--- src/common/dpc_pkg.sv ---
package dpc_pkg;
    // Channel bank
    localparam int NCH = 6;
    localparam int NPAIR = 3;
    localparam int SEL_W = 3;
    localparam int CNT_W = 32;
    localparam int GATE_W = 16;
    localparam int ADDR_W = 8;
    localparam int MS_W = 16;
    localparam int SEC_W = 10;
    localparam int FCNT_W = 6;
    // Timing: clock period, filter timebase in ns, ms per second
    localparam int CLK_NS = 50;
    localparam int MS_NS = 1000000;
    localparam int MS_CYC = (MS_NS + CLK_NS - 1) / CLK_NS;
    localparam int MS_PER_S = 1000;
    // Filter select codes: 0 = bypass, n = 2**(n-1) ms, top code 32 ms
    localparam logic [SEL_W-1:0] SEL_BYPASS = 3'h0;
    localparam logic [SEL_W-1:0] SEL_MAX = 3'h6;
    // Register byte addresses
    localparam logic [ADDR_W-1:0] A_FILT = 8'h00;
    localparam logic [ADDR_W-1:0] A_GATE = 8'h04;
    localparam logic [ADDR_W-1:0] A_QUAD = 8'h08;
    localparam logic [ADDR_W-1:0] A_RETAIN = 8'h0c;
    localparam logic [ADDR_W-1:0] A_STAT = 8'h10;
    localparam logic [ADDR_W-1:0] A_CNT = 8'h20;
    localparam logic [ADDR_W-1:0] A_RATE = 8'h40;
    localparam logic [ADDR_W-1:0] A_SPAN = 8'h18;
    // Reset values
    localparam logic [SEL_W*NCH-1:0] FILT_RST = 18'h00000;
    localparam logic [GATE_W-1:0] GATE_RST = 16'h0001;
    localparam logic [NPAIR-1:0] QUAD_RST = 3'h0;
    localparam logic [NCH-1:0] RETAIN_RST = 6'h00;
    localparam logic [CNT_W-1:0] CNT_ZERO = 32'h00000000;
    localparam logic [CNT_W-1:0] CNT_ONE = 32'h00000001;
    localparam logic signed [1:0] DIR_UP = 2'sh1;
    localparam logic signed [1:0] DIR_DN = -2'sh1;
    localparam logic signed [1:0] DIR_STILL = 2'sh0;
endpackage : dpc_pkg

--- src/dpc_filt.sv ---
`timescale 1ns/1ps
module dpc_filt
    import dpc_pkg::*;
(
    // Clock and reset
    input wire logic mclk,
    input wire logic rst_n,
    // Timebase and setting
    input wire logic tick,
    input wire logic [SEL_W-1:0] sel,
    // Signal
    input wire logic raw,
    output logic filt
);
    logic [FCNT_W-1:0] cnt_r;
    logic [FCNT_W-1:0] lim;
    logic [SEL_W-1:0] sel_c;

    always_comb begin
        sel_c = (sel > SEL_MAX) ? SEL_MAX : sel;
        lim = FCNT_W'(1) << (sel_c - 3'h1);
    end

    // hold then switch
    // Switch on the tick after lim full ticks, so the hold is never shorter than lim ms
    always_ff @(posedge mclk or negedge rst_n) begin
        if (!rst_n) begin
            filt <= 1'b0;
            cnt_r <= '0;
        end else if (sel == SEL_BYPASS) begin
            filt <= raw;
            cnt_r <= '0;
        end else if (raw == filt) begin
            cnt_r <= '0;
        end else if (tick) begin
            if (cnt_r >= lim) begin
                filt <= raw;
                cnt_r <= '0;
            end else begin
                cnt_r <= cnt_r + FCNT_W'(1);
            end
        end
    end

    chk_filt_bypass:
    assert property (@(posedge mclk) disable iff (!rst_n)
        (sel == SEL_BYPASS) |=> (filt == $past(raw)))
    else $error("filter bypass did not follow input");

    chk_filt_tick_only:
    assert property (@(posedge mclk) disable iff (!rst_n)
        ($changed(filt) && $past(sel) != SEL_BYPASS) |-> $past(tick) && $past(raw) == filt)
    else $error("filter changed without a full hold");
endmodule : dpc_filt

--- src/dpc_top.sv ---
// The register addresses and the Avalon-MM interface to the registers were left to the implementer.
`timescale 1ns/1ps
// Notes on behaviour
// - Input low or closed reads ON
// - Six independent discrete input channels
// - Each channel owns its pulse counter
// - Filter selectable 0,1,2,4,8,16,32 ms
// - Count increments on every ON transition
// - Counter sees only the filtered input
// - 32-bit unsigned totalizer wraps to zero
// - Writing zero clears totalizer anytime, except on channels of a quadrature pair
// - Totalizer may be retentive, reloadable
// - Rate from pulses over whole-second gate
// - Rate refreshed once per gate interval
// - Quadrature pair: signed 32-bit position
module dpc_top
    import dpc_pkg::*;
#(
    parameter int MS_CYCLES = MS_CYC
) (
    // Clock and reset
    input wire logic mclk,
    input wire logic rst_n,
    // Field inputs, low level means ON
    input wire logic [NCH-1:0] din_n,
    // Avalon-MM slave
    input wire logic [ADDR_W-1:0] avs_address,
    input wire logic avs_read,
    input wire logic avs_write,
    input wire logic [31:0] avs_writedata,
    input wire logic [3:0] avs_byteenable,
    output logic [31:0] avs_readdata,
    output logic avs_waitrequest
);
    logic [MS_W-1:0] ms_cnt_r;
    logic ms_tick_r;
    logic [SEC_W-1:0] s_cnt_r;
    logic sec_tick_r;
    logic [GATE_W-1:0] g_cnt_r;
    logic [GATE_W-1:0] gate_lim;
    logic gate_end_r;
    logic [SEL_W*NCH-1:0] filt_sel_r;
    logic [GATE_W-1:0] gate_r;
    logic [NPAIR-1:0] quad_en_r;
    logic [NCH-1:0] retain_r;
    logic wait_r;
    logic [31:0] rdata_r;
    logic [31:0] rdata_nxt;
    logic wr_acc;
    logic [ADDR_W-1:0] cnt_off;
    logic [ADDR_W-1:0] rate_off;
    logic cnt_hit;
    logic rate_hit;
    logic [2:0] cnt_idx;
    logic [2:0] rate_idx;
    logic [31:0] wr_word;
    logic [NCH-1:0] raw_on;
    logic [NCH-1:0] filt;
    logic [NCH-1:0] filt_q_r;
    logic [NCH-1:0] on_edge;
    logic [NCH-1:0] quad_ch;
    logic [CNT_W-1:0] tot_r [NCH];
    logic [CNT_W-1:0] acc_r [NCH];
    logic [CNT_W-1:0] rate_r [NCH];
    logic signed [CNT_W-1:0] pos_r [NPAIR];
    logic signed [1:0] dir_r [NPAIR];
    logic [NPAIR-1:0] moved_r;
    logic [NPAIR-1:0] step_up;
    logic [NPAIR-1:0] step_dn;

    function automatic logic [31:0] be_merge(input logic [31:0] old_v,
                                             input logic [31:0] new_v,
                                             input logic [3:0] be);
        logic [31:0] m;
        m = old_v;
        for (int b = 0; b < 4; b++) begin
            if (be[b]) begin
                m[8*b +: 8] = new_v[8*b +: 8];
            end
        end
        return m;
    endfunction : be_merge

    // Millisecond, second and gate timebase
    always_ff @(posedge mclk or negedge rst_n) begin
        if (!rst_n) begin
            ms_cnt_r <= '0;
            ms_tick_r <= 1'b0;
        end else if (ms_cnt_r == MS_W'(MS_CYCLES - 1)) begin
            ms_cnt_r <= '0;
            ms_tick_r <= 1'b1;
        end else begin
            ms_cnt_r <= ms_cnt_r + MS_W'(1);
            ms_tick_r <= 1'b0;
        end
    end

    always_ff @(posedge mclk or negedge rst_n) begin
        if (!rst_n) begin
            s_cnt_r <= '0;
            sec_tick_r <= 1'b0;
        end else begin
            sec_tick_r <= 1'b0;
            if (ms_tick_r) begin
                if (s_cnt_r == SEC_W'(MS_PER_S - 1)) begin
                    s_cnt_r <= '0;
                    sec_tick_r <= 1'b1;
                end else begin
                    s_cnt_r <= s_cnt_r + SEC_W'(1);
                end
            end
        end
    end

    // A zero gate setting runs as one second
    assign gate_lim = (gate_r == '0) ? GATE_RST : gate_r;

    always_ff @(posedge mclk or negedge rst_n) begin
        if (!rst_n) begin
            g_cnt_r <= '0;
            gate_end_r <= 1'b0;
        end else begin
            gate_end_r <= 1'b0;
            if (sec_tick_r) begin
                if (g_cnt_r >= gate_lim - GATE_W'(1)) begin
                    g_cnt_r <= '0;
                    gate_end_r <= 1'b1;
                end else begin
                    g_cnt_r <= g_cnt_r + GATE_W'(1);
                end
            end
        end
    end

    // Bus slave: one wait state, a write is taken at the edge where waitrequest is low, read data are latched one edge earlier
    assign wr_acc = avs_write && !wait_r;
    assign cnt_off = avs_address - A_CNT;
    assign rate_off = avs_address - A_RATE;
    assign cnt_hit = (avs_address >= A_CNT) && (cnt_off < A_SPAN);
    assign rate_hit = (avs_address >= A_RATE) && (rate_off < A_SPAN);
    assign cnt_idx = cnt_off[4:2];
    assign rate_idx = rate_off[4:2];
    // Byte lanes merge into the addressed register's current value
    assign wr_word = be_merge(rdata_nxt, avs_writedata, avs_byteenable);

    always_ff @(posedge mclk or negedge rst_n) begin
        if (!rst_n) begin
            wait_r <= 1'b1;
        end else begin
            wait_r <= !((avs_read || avs_write) && wait_r);
        end
    end

    always_comb begin
        rdata_nxt = '0;
        if (cnt_hit) begin
            rdata_nxt = tot_r[cnt_idx];
            if (quad_ch[cnt_idx] && !cnt_idx[0]) begin
                rdata_nxt = pos_r[cnt_idx[2:1]];
            end else if (quad_ch[cnt_idx]) begin
                rdata_nxt = 32'(signed'(dir_r[cnt_idx[2:1]]));
            end
        end else if (rate_hit) begin
            rdata_nxt = rate_r[rate_idx];
        end else begin
            case (avs_address)
                A_FILT: rdata_nxt = 32'(filt_sel_r);
                A_GATE: rdata_nxt = 32'(gate_r);
                A_QUAD: rdata_nxt = 32'(quad_en_r);
                A_RETAIN: rdata_nxt = 32'(retain_r);
                A_STAT: rdata_nxt = 32'(filt);
                default: rdata_nxt = '0;
            endcase
        end
    end

    always_ff @(posedge mclk or negedge rst_n) begin
        if (!rst_n) begin
            rdata_r <= '0;
        end else if (avs_read && wait_r) begin
            rdata_r <= rdata_nxt;
        end
    end
    assign avs_waitrequest = wait_r;
    assign avs_readdata = rdata_r;
    // Configuration registers
    always_ff @(posedge mclk or negedge rst_n) begin
        if (!rst_n) begin
            filt_sel_r <= FILT_RST;
            gate_r <= GATE_RST;
            quad_en_r <= QUAD_RST;
            retain_r <= RETAIN_RST;
        end else if (wr_acc) begin
            case (avs_address)
                A_FILT: filt_sel_r <= wr_word[SEL_W*NCH-1:0];
                A_GATE: gate_r <= wr_word[GATE_W-1:0];
                A_QUAD: quad_en_r <= wr_word[NPAIR-1:0];
                A_RETAIN: retain_r <= wr_word[NCH-1:0];
                default: ;
            endcase
        end
    end

    assign raw_on = ~din_n;

    generate
        for (genvar i = 0; i < NCH; i++) begin : g_ch
            dpc_filt u_filt (
                .mclk(mclk),
                .rst_n(rst_n),
                .tick(ms_tick_r),
                .sel(filt_sel_r[SEL_W*i +: SEL_W]),
                .raw(raw_on[i]),
                .filt(filt[i])
            );
            assign quad_ch[i] = quad_en_r[i / 2];
        end
    endgenerate

    always_ff @(posedge mclk or negedge rst_n) begin
        if (!rst_n) begin
            filt_q_r <= '0;
        end else begin
            filt_q_r <= filt;
        end
    end

    assign on_edge = filt & ~filt_q_r;

    // totalizers, a count in the clearing cycle survives
    always_ff @(posedge mclk or negedge rst_n) begin
        if (!rst_n) begin
            for (int i = 0; i < NCH; i++) begin
                tot_r[i] <= CNT_ZERO;
            end
        end else begin
            for (int i = 0; i < NCH; i++) begin
                if (wr_acc && cnt_hit && cnt_idx == 3'(i) && !quad_ch[i]) begin
                    if (wr_word == CNT_ZERO) begin
                        tot_r[i] <= on_edge[i] ? CNT_ONE : CNT_ZERO;
                    end else if (retain_r[i]) begin
                        tot_r[i] <= wr_word + CNT_W'(on_edge[i]);
                    end else begin
                        tot_r[i] <= tot_r[i] + CNT_W'(on_edge[i]);
                    end
                end else if (on_edge[i]) begin
                    tot_r[i] <= tot_r[i] + CNT_ONE;
                end
            end
        end
    end

    always_ff @(posedge mclk or negedge rst_n) begin
        if (!rst_n) begin
            for (int i = 0; i < NCH; i++) begin
                acc_r[i] <= CNT_ZERO;
                rate_r[i] <= CNT_ZERO;
            end
        end else begin
            for (int i = 0; i < NCH; i++) begin
                if (gate_end_r) begin
                    rate_r[i] <= acc_r[i] + CNT_W'(on_edge[i]);
                    acc_r[i] <= CNT_W'(on_edge[i]);
                end else if (on_edge[i]) begin
                    acc_r[i] <= acc_r[i] + CNT_ONE;
                end
            end
        end
    end

    // phase A on the even input leads for positive travel
    always_comb begin
        for (int p = 0; p < NPAIR; p++) begin
            step_up[p] = quad_en_r[p] && ((filt[2*p] ^ filt_q_r[2*p])
                         ^ (filt[2*p+1] ^ filt_q_r[2*p+1]))
                         && !(filt_q_r[2*p] ^ filt[2*p+1]);
            step_dn[p] = quad_en_r[p] && ((filt[2*p] ^ filt_q_r[2*p])
                         ^ (filt[2*p+1] ^ filt_q_r[2*p+1]))
                         && (filt_q_r[2*p] ^ filt[2*p+1]);
        end
    end

    always_ff @(posedge mclk or negedge rst_n) begin
        if (!rst_n) begin
            for (int p = 0; p < NPAIR; p++) begin
                pos_r[p] <= CNT_ZERO;
                dir_r[p] <= DIR_STILL;
                moved_r[p] <= 1'b0;
            end
        end else begin
            for (int p = 0; p < NPAIR; p++) begin
                if (wr_acc && cnt_hit && cnt_idx == 3'(2*p) && quad_en_r[p]
                    && (wr_word == CNT_ZERO || retain_r[2*p])) begin
                    pos_r[p] <= wr_word + (step_up[p] ? CNT_ONE : CNT_ZERO)
                                - (step_dn[p] ? CNT_ONE : CNT_ZERO);
                end else if (step_up[p]) begin
                    pos_r[p] <= pos_r[p] + CNT_ONE;
                end else if (step_dn[p]) begin
                    pos_r[p] <= pos_r[p] - CNT_ONE;
                end
                // Direction drops to zero after a whole gate with no step
                if (step_up[p]) begin
                    dir_r[p] <= DIR_UP;
                end else if (step_dn[p]) begin
                    dir_r[p] <= DIR_DN;
                end else if (gate_end_r && !moved_r[p]) begin
                    dir_r[p] <= DIR_STILL;
                end
                if (gate_end_r) begin
                    moved_r[p] <= step_up[p] || step_dn[p];
                end else if (step_up[p] || step_dn[p]) begin
                    moved_r[p] <= 1'b1;
                end
            end
        end
    end

    chk_tot_count_edge:
    assert property (@(posedge mclk) disable iff (!rst_n)
        (on_edge[0] && !(wr_acc && cnt_hit)) |=> (tot_r[0] == $past(tot_r[0]) + CNT_ONE))
    else $error("totalizer missed an ON transition");
    chk_tot_wrap:
    assert property (@(posedge mclk) disable iff (!rst_n)
        (tot_r[2] == '1 && on_edge[2] && !(wr_acc && cnt_hit)) |=> (tot_r[2] == CNT_ZERO))
    else $error("totalizer did not wrap to zero");
    chk_tot_clear:
    assert property (@(posedge mclk) disable iff (!rst_n)
        (wr_acc && avs_address == A_CNT && avs_writedata == CNT_ZERO
         && avs_byteenable == 4'hf && !quad_ch[0])
        |=> (tot_r[0] == CNT_W'($past(on_edge[0]))))
    else $error("zero write did not clear totalizer");
    chk_bus_answer:
    assert property (@(posedge mclk) disable iff (!rst_n)
        ((avs_read || avs_write) && avs_waitrequest) |=> !avs_waitrequest ##1 avs_waitrequest)
    else $error("bus answer not after one wait state");
    chk_rate_gate:
    assert property (@(posedge mclk) disable iff (!rst_n)
        gate_end_r |=> (rate_r[1] == $past(acc_r[1]) + CNT_W'($past(on_edge[1]))))
    else $error("rate not latched at gate end");
    chk_rate_hold:
    assert property (@(posedge mclk) disable iff (!rst_n)
        !gate_end_r |=> $stable(rate_r[0]))
    else $error("rate changed inside a gate");
    chk_quad_up:
    assert property (@(posedge mclk) disable iff (!rst_n)
        (step_up[2] && !(wr_acc && cnt_hit)) |=> (pos_r[2] == $past(pos_r[2]) + 1)
        and (dir_r[2] == DIR_UP))
    else $error("forward step not counted");
    chk_quad_dir_idle:
    assert property (@(posedge mclk) disable iff (!rst_n)
        (gate_end_r && !moved_r[2] && !step_up[2] && !step_dn[2]) |=> (dir_r[2] == DIR_STILL))
    else $error("direction not cleared after an idle gate");
    chk_quad_off:
    assert property (@(posedge mclk) disable iff (!rst_n)
        !quad_en_r[0] |=> $stable(pos_r[0]))
    else $error("position moved while decoder disabled");
endmodule : dpc_top

--- config.mk ---
export PLATFORM = sky130hd
export DESIGN_NAME = dpc_top
export DESIGN_NICKNAME = d
export VERILOG_FILES = /design/src/common/dpc_pkg.sv /design/src/dpc_filt.sv /design/src/dpc_top.sv
export SDC_FILE = /design/constraint.sdc
export NUM_CORES = 2
export LEC_CHECK = 0
export BUFFER_PORTS_ARGS = -buffer_cell sky130_fd_sc_hd__buf_2
export CAP_MARGIN = 20
export CELL_PAD_IN_SITES_DETAIL_PLACEMENT = 0
export CELL_PAD_IN_SITES_GLOBAL_PLACEMENT = 1
export CORE_AREA = 3 3 350 352
export CTS_CLUSTER_DIAMETER = 120
export DETAILED_ROUTE_END_ITERATION = 10
export DIE_AREA = 0 0 353 355
export PLACE_DENSITY = 0.95
export SLEW_MARGIN = 20
export SYNTH_ARGS = -nofsm -noshare
export SYNTH_HDL_FRONTEND = slang
export SYNTH_SLANG_ARGS = --single-unit
export TNS_END_PERCENT = 20
--- constraint.sdc ---
create_clock -name mclk -period 10.2 [get_ports mclk]
set_input_delay 2.04 -clock mclk [delete_from_list [all_inputs] [get_ports mclk]]
set_output_delay 2.04 -clock mclk [all_outputs]
set_load 0.02 [all_outputs]
==> metrics.csv <==
stage,metric,value,unit
outcome,status,finished clean,
sta,setup-violations-final,0,
clock_network,insertion_delay,0.74,ns
drt,wl_per_cell,29.0,µm
layout,area_delta_synth_final,7.58,%
logic_synthesis,synthMuxAreaShare,0.0777,
critical_path,crit_path_max_fanout,58,
clock_network,cts_tree,yes,
critical_path,cp-start-kind,input port,
critical_path,worstPathCellList,"buf_4, nor2b_2, buf_4, a2111oi_0, o32ai_1, o21a_1, inv_1, ha_1, nand2_1, o21ai_0, a21oi_1, o21bai_1, a21oi_1, o21ai_0, a21oi_1, xnor2_1, nor2_1, a21oi_1",
critical_path,arrival,9.15,ns
hold_path,min_path_cells,1,
logic_synthesis,syn_area,64400,µm²
logic_synthesis,yosysWarnings,0,
clock_network,post_cts.resized_instances,0,
grt,grt_usage,0.410,
critical_path,slowest_delay,1.13,ns
sta,min_period,8.53,ns
logic_synthesis,avgSynthCellArea,8.49,µm²
logic_synthesis,synth-xor-area-share,0.112,
drt,viasPerCell,6.73,
sta,rsz0062_at_grt,no,
clock_network,cts_hold_buffers,0,
layout,utilization,0.579,
critical_path,cp-end-kind,register,
drt,ant_nets,0,
floorplan,start_util,0.538,
floorplan,core_area,120000,µm²
grt,overflow,0,
sta,drv_slew,0,
drt,drt_iter0_markers,8524,
clock_network,clock_sinks,850,
flow_run,max-cap-violations,0,
logic_synthesis,synth-adder-area-share,0.0495,
sta,fmax,117,MHz
logic_synthesis,synth-seq-cells,850,
clock_network,path_clk_slew,0.05,ns
drt,vias,61300,
place,post-place-ws,1.52,ns
critical_path,crit_slowest_cell,o32ai_1,
logic_synthesis,synth_compound_area_frac,0.173,
logic_synthesis,ys.flop_type,dfrtp_1,
critical_path,critical_path_class,input port to register,
drt,totalWireLength,265000,µm
sta,period_share,0.837,
sta,hold_violations,0,
logic_synthesis,syn-num-nets,7887,
floorplan,row_count,127,
logic_synthesis,synth_edf_count,0,
floorplan,dieArea,125000,µm²
grt,grt_max_degree,235,
logic_synthesis,ys_seq_area_frac,0.330,
logic_synthesis,ys_types,129,
logic_synthesis,synth_top_family_by_area,simple AND/OR/NAND/NOR gates,
clock_network,htree_levels,3,
layout,n_fill_cell,10800,
place,gp_congestion,1.11,
place,numPortBuffers,86,
floorplan,die_w,353,µm
clock_network,cts_buffer_depth,3,
layout,drive_above_1_share,0.0933,
logic_synthesis,async_flop_share,1.00,
critical_path,r2r_cells,19,
logic_synthesis,synthCells,7582,
clock_network,postCtsSetupBuffers,0,
hold_path,hold_path_class,register to register,
grt,antenna_found_initial,10,
sta,setup_tns,0,ns
sta,tightest_slew,1.35,ns
critical_path,critical_path_required,10.82,ns
drt,drc,0,
layout,final_nets,7713,
place,dp_hpwl,197000,µm
logic_synthesis,yosys.area_share.simple,0.213,
pwr,power_density,169,nW/µm²
clock_network,ctsRootBufferMaster,clkbuf_16,
pwr,p_leak,28.1,nW
clock_network,numCtsBuffers,100,
grt,grt_pass1_wl,385000,µm
sta,fin_skew,0.0583,ns
pwr,p_total,11.7,mW
grt,grt_pass1_vias,56500,
sta,slew_headroom,0.0973,
floorplan,ios,87,
floorplan,die_h,355,µm
sta,setup_ws,1.67,ns
critical_path,path_common_cell,a21oi_1,
drt,first_pass_iters,9,
pwr,ir_drop,148,µV
## cell type report
cell class,instances,area (µm²),area share
diodes,7,17.5,0.000253
clock buffers,136,2870,0.0414
clock inverters,46,722,0.0104
inverters,180,676,0.00976
multi-input cells,6078,40300,0.582
flip-flops and latches,850,21300,0.307
well taps,1612,2020,0.0291
repair buffers,198,1360,0.0197
## flip-flops by register name, indices dropped and copies added (netlist names)
register / cells
acc_r: 192
rate_r: 192
tot_r: 192
pos_r: 96
g_ch.u_filt.cnt_r: 36
avs_readdata: 32
filt_sel_r: 18
g_cnt_r: 16
gate_r: 16
ms_cnt_r: 16
s_cnt_r: 10
dir_r: 6
filt_q_r: 6
g_ch.u_filt.filt: 6
retain_r: 6
moved_r: 3
quad_en_r: 3
avs_waitrequest: 1
gate_end_r: 1
ms_tick_r: 1
sec_tick_r: 1
## cells in the mapped netlist (33+ instances only)
| cell type | number | area (µm²) |
|---|---|---|
| a31oi_1 | 85 | 532 |
| nor4_1 | 58 | 363 |
| o21a_1 | 55 | 413 |
| o21ai_0 | 329 | 1650 |
| a21o_1 | 89 | 668 |
| nand2b_1 | 81 | 507 |
| nor2b_1 | 65 | 407 |
| buf_2 | 37 | 185 |
| or3_1 | 80 | 500 |
| clkbuf_1 | 356 | 1340 |
| and3_1 | 116 | 726 |
| o22ai_1 | 118 | 738 |
| nor3_1 | 194 | 971 |
| and2_1 | 46 | 288 |
| mux4_2 | 49 | 1100 |
| buf_1 | 33 | 124 |
| ha_1 | 245 | 3070 |
| a21oi_1 | 589 | 2950 |
| xor2_1 | 411 | 3600 |
| dfrtp_1 | 848 | 21200 |
| nor2_1 | 889 | 3340 |
| or2_2 | 33 | 206 |
| o211ai_1 | 41 | 308 |
| xnor2_1 | 412 | 3610 |
| mux2_2 | 126 | 1420 |
| mux2i_1 | 242 | 2420 |
| nand3_1 | 284 | 1420 |
| nand4_1 | 169 | 1060 |
| nor3b_1 | 36 | 270 |
| inv_1 | 165 | 619 |
| nand2_1 | 669 | 2510 |
| a211oi_1 | 68 | 510 |
## placed cells by master (no fill, tap or decap), types with 81 or more instances in the layout
cell,instances
clkbuf_16,100
a31oi_1,85
ha_1,245
buf_2,82
xnor2_1,412
nand2_1,668
dfrtp_1,842
buf_4,108
mux2_2,126
nand2b_1,81
inv_1,165
a21o_1,89
o22ai_1,118
o21ai_0,329
and3_1,116
nor3_1,192
nand3_1,284
mux2i_1,242
nor2_1,886
a21oi_1,588
xor2_1,411
nand4_1,169
## kinds of logic (layout without fill, tap and decap cells)
kind of cell,after synthesis,after routing
adder cells (fa/ha/maj),251,251
XOR/XNOR,823,823
flip-flops,850,850
multiplexers,420,420
other,0,7
AO/OA/AOI/OAI,1742,1742
buffers and inverters,654,560
AND/OR/NAND/NOR,2842,2842
## worst max-delay path: cells and delay by family
family / cells / cell delay [ns]
compound gates: 10 / 3.77
xor+xnor: 1 / 0.32
fa+ha+maj: 1 / 0.68
buf+inv: 3 / 1.30
simple gates: 3 / 0.91
## where the power goes
| group | switching, mW | total [mW] | internal [mW] | leakage (nW) |
|---|---|---|---|---|
| clock | 1.60 | 3.96 | 2.36 | 1.76 |
| combinational | 2.11 | 3.40 | 1.29 | 15.2 |
| sequential | 0.652 | 4.32 | 3.67 | 11.1 |
| total | 4.36 | 11.7 | 7.31 | 28.1 |
## stage by stage
| step | hold slack (ns) | cells | area [µm²] |
|---|---|---|---|
| 2_1_floorplan | 0.434 | 7582 | 64400 |
| 3_3_place_gp | 0.460 | 8917 | 65600 |
| 3_5_place_dp | 0.462 | 8917 | 65600 |
| 4_1_cts | 0.478 | 9099 | 69200 |
| 5_1_grt | 0.495 | 9100 | 69200 |
| 6_report | 0.478 | 9107 | 69200 |
## per-layer routing
metal | track usage | vias up | part of all wire
met5 | 0 | - | 0.00010
met1 | 0.567 | 29900 | 0.40
met3 | 0.132 | 826 | 0.13
li1 | - | 26800 | -
met4 | 0.224 | 4 | 0.068
met2 | 0.567 | 3801 | 0.40
## path summary, 6_finish.rpt
path	to	start	slack, ns
worst min-delay path	ms_cnt_r[4]$_DFF_PN0_	ms_cnt_r[4]$_DFF_PN0_	0.48
worst min register to register	ms_cnt_r[4]$_DFF_PN0_	ms_cnt_r[4]$_DFF_PN0_	0.48
worst max-delay path	pos_r[61]$_DFFE_PN0P_	avs_address[3]	1.67
worst max register to register	pos_r[61]$_DFFE_PN0P_	quad_en_r[0]$_DFFE_PN0P_	3.12
min in group asynchronous	rate_r[26]$_DFFE_PN0P_	rst_n	1.30
max in group asynchronous	tot_r[154]$_DFFE_PN0P_	rst_n	6.64
Power figures use the tool's default switching activity.
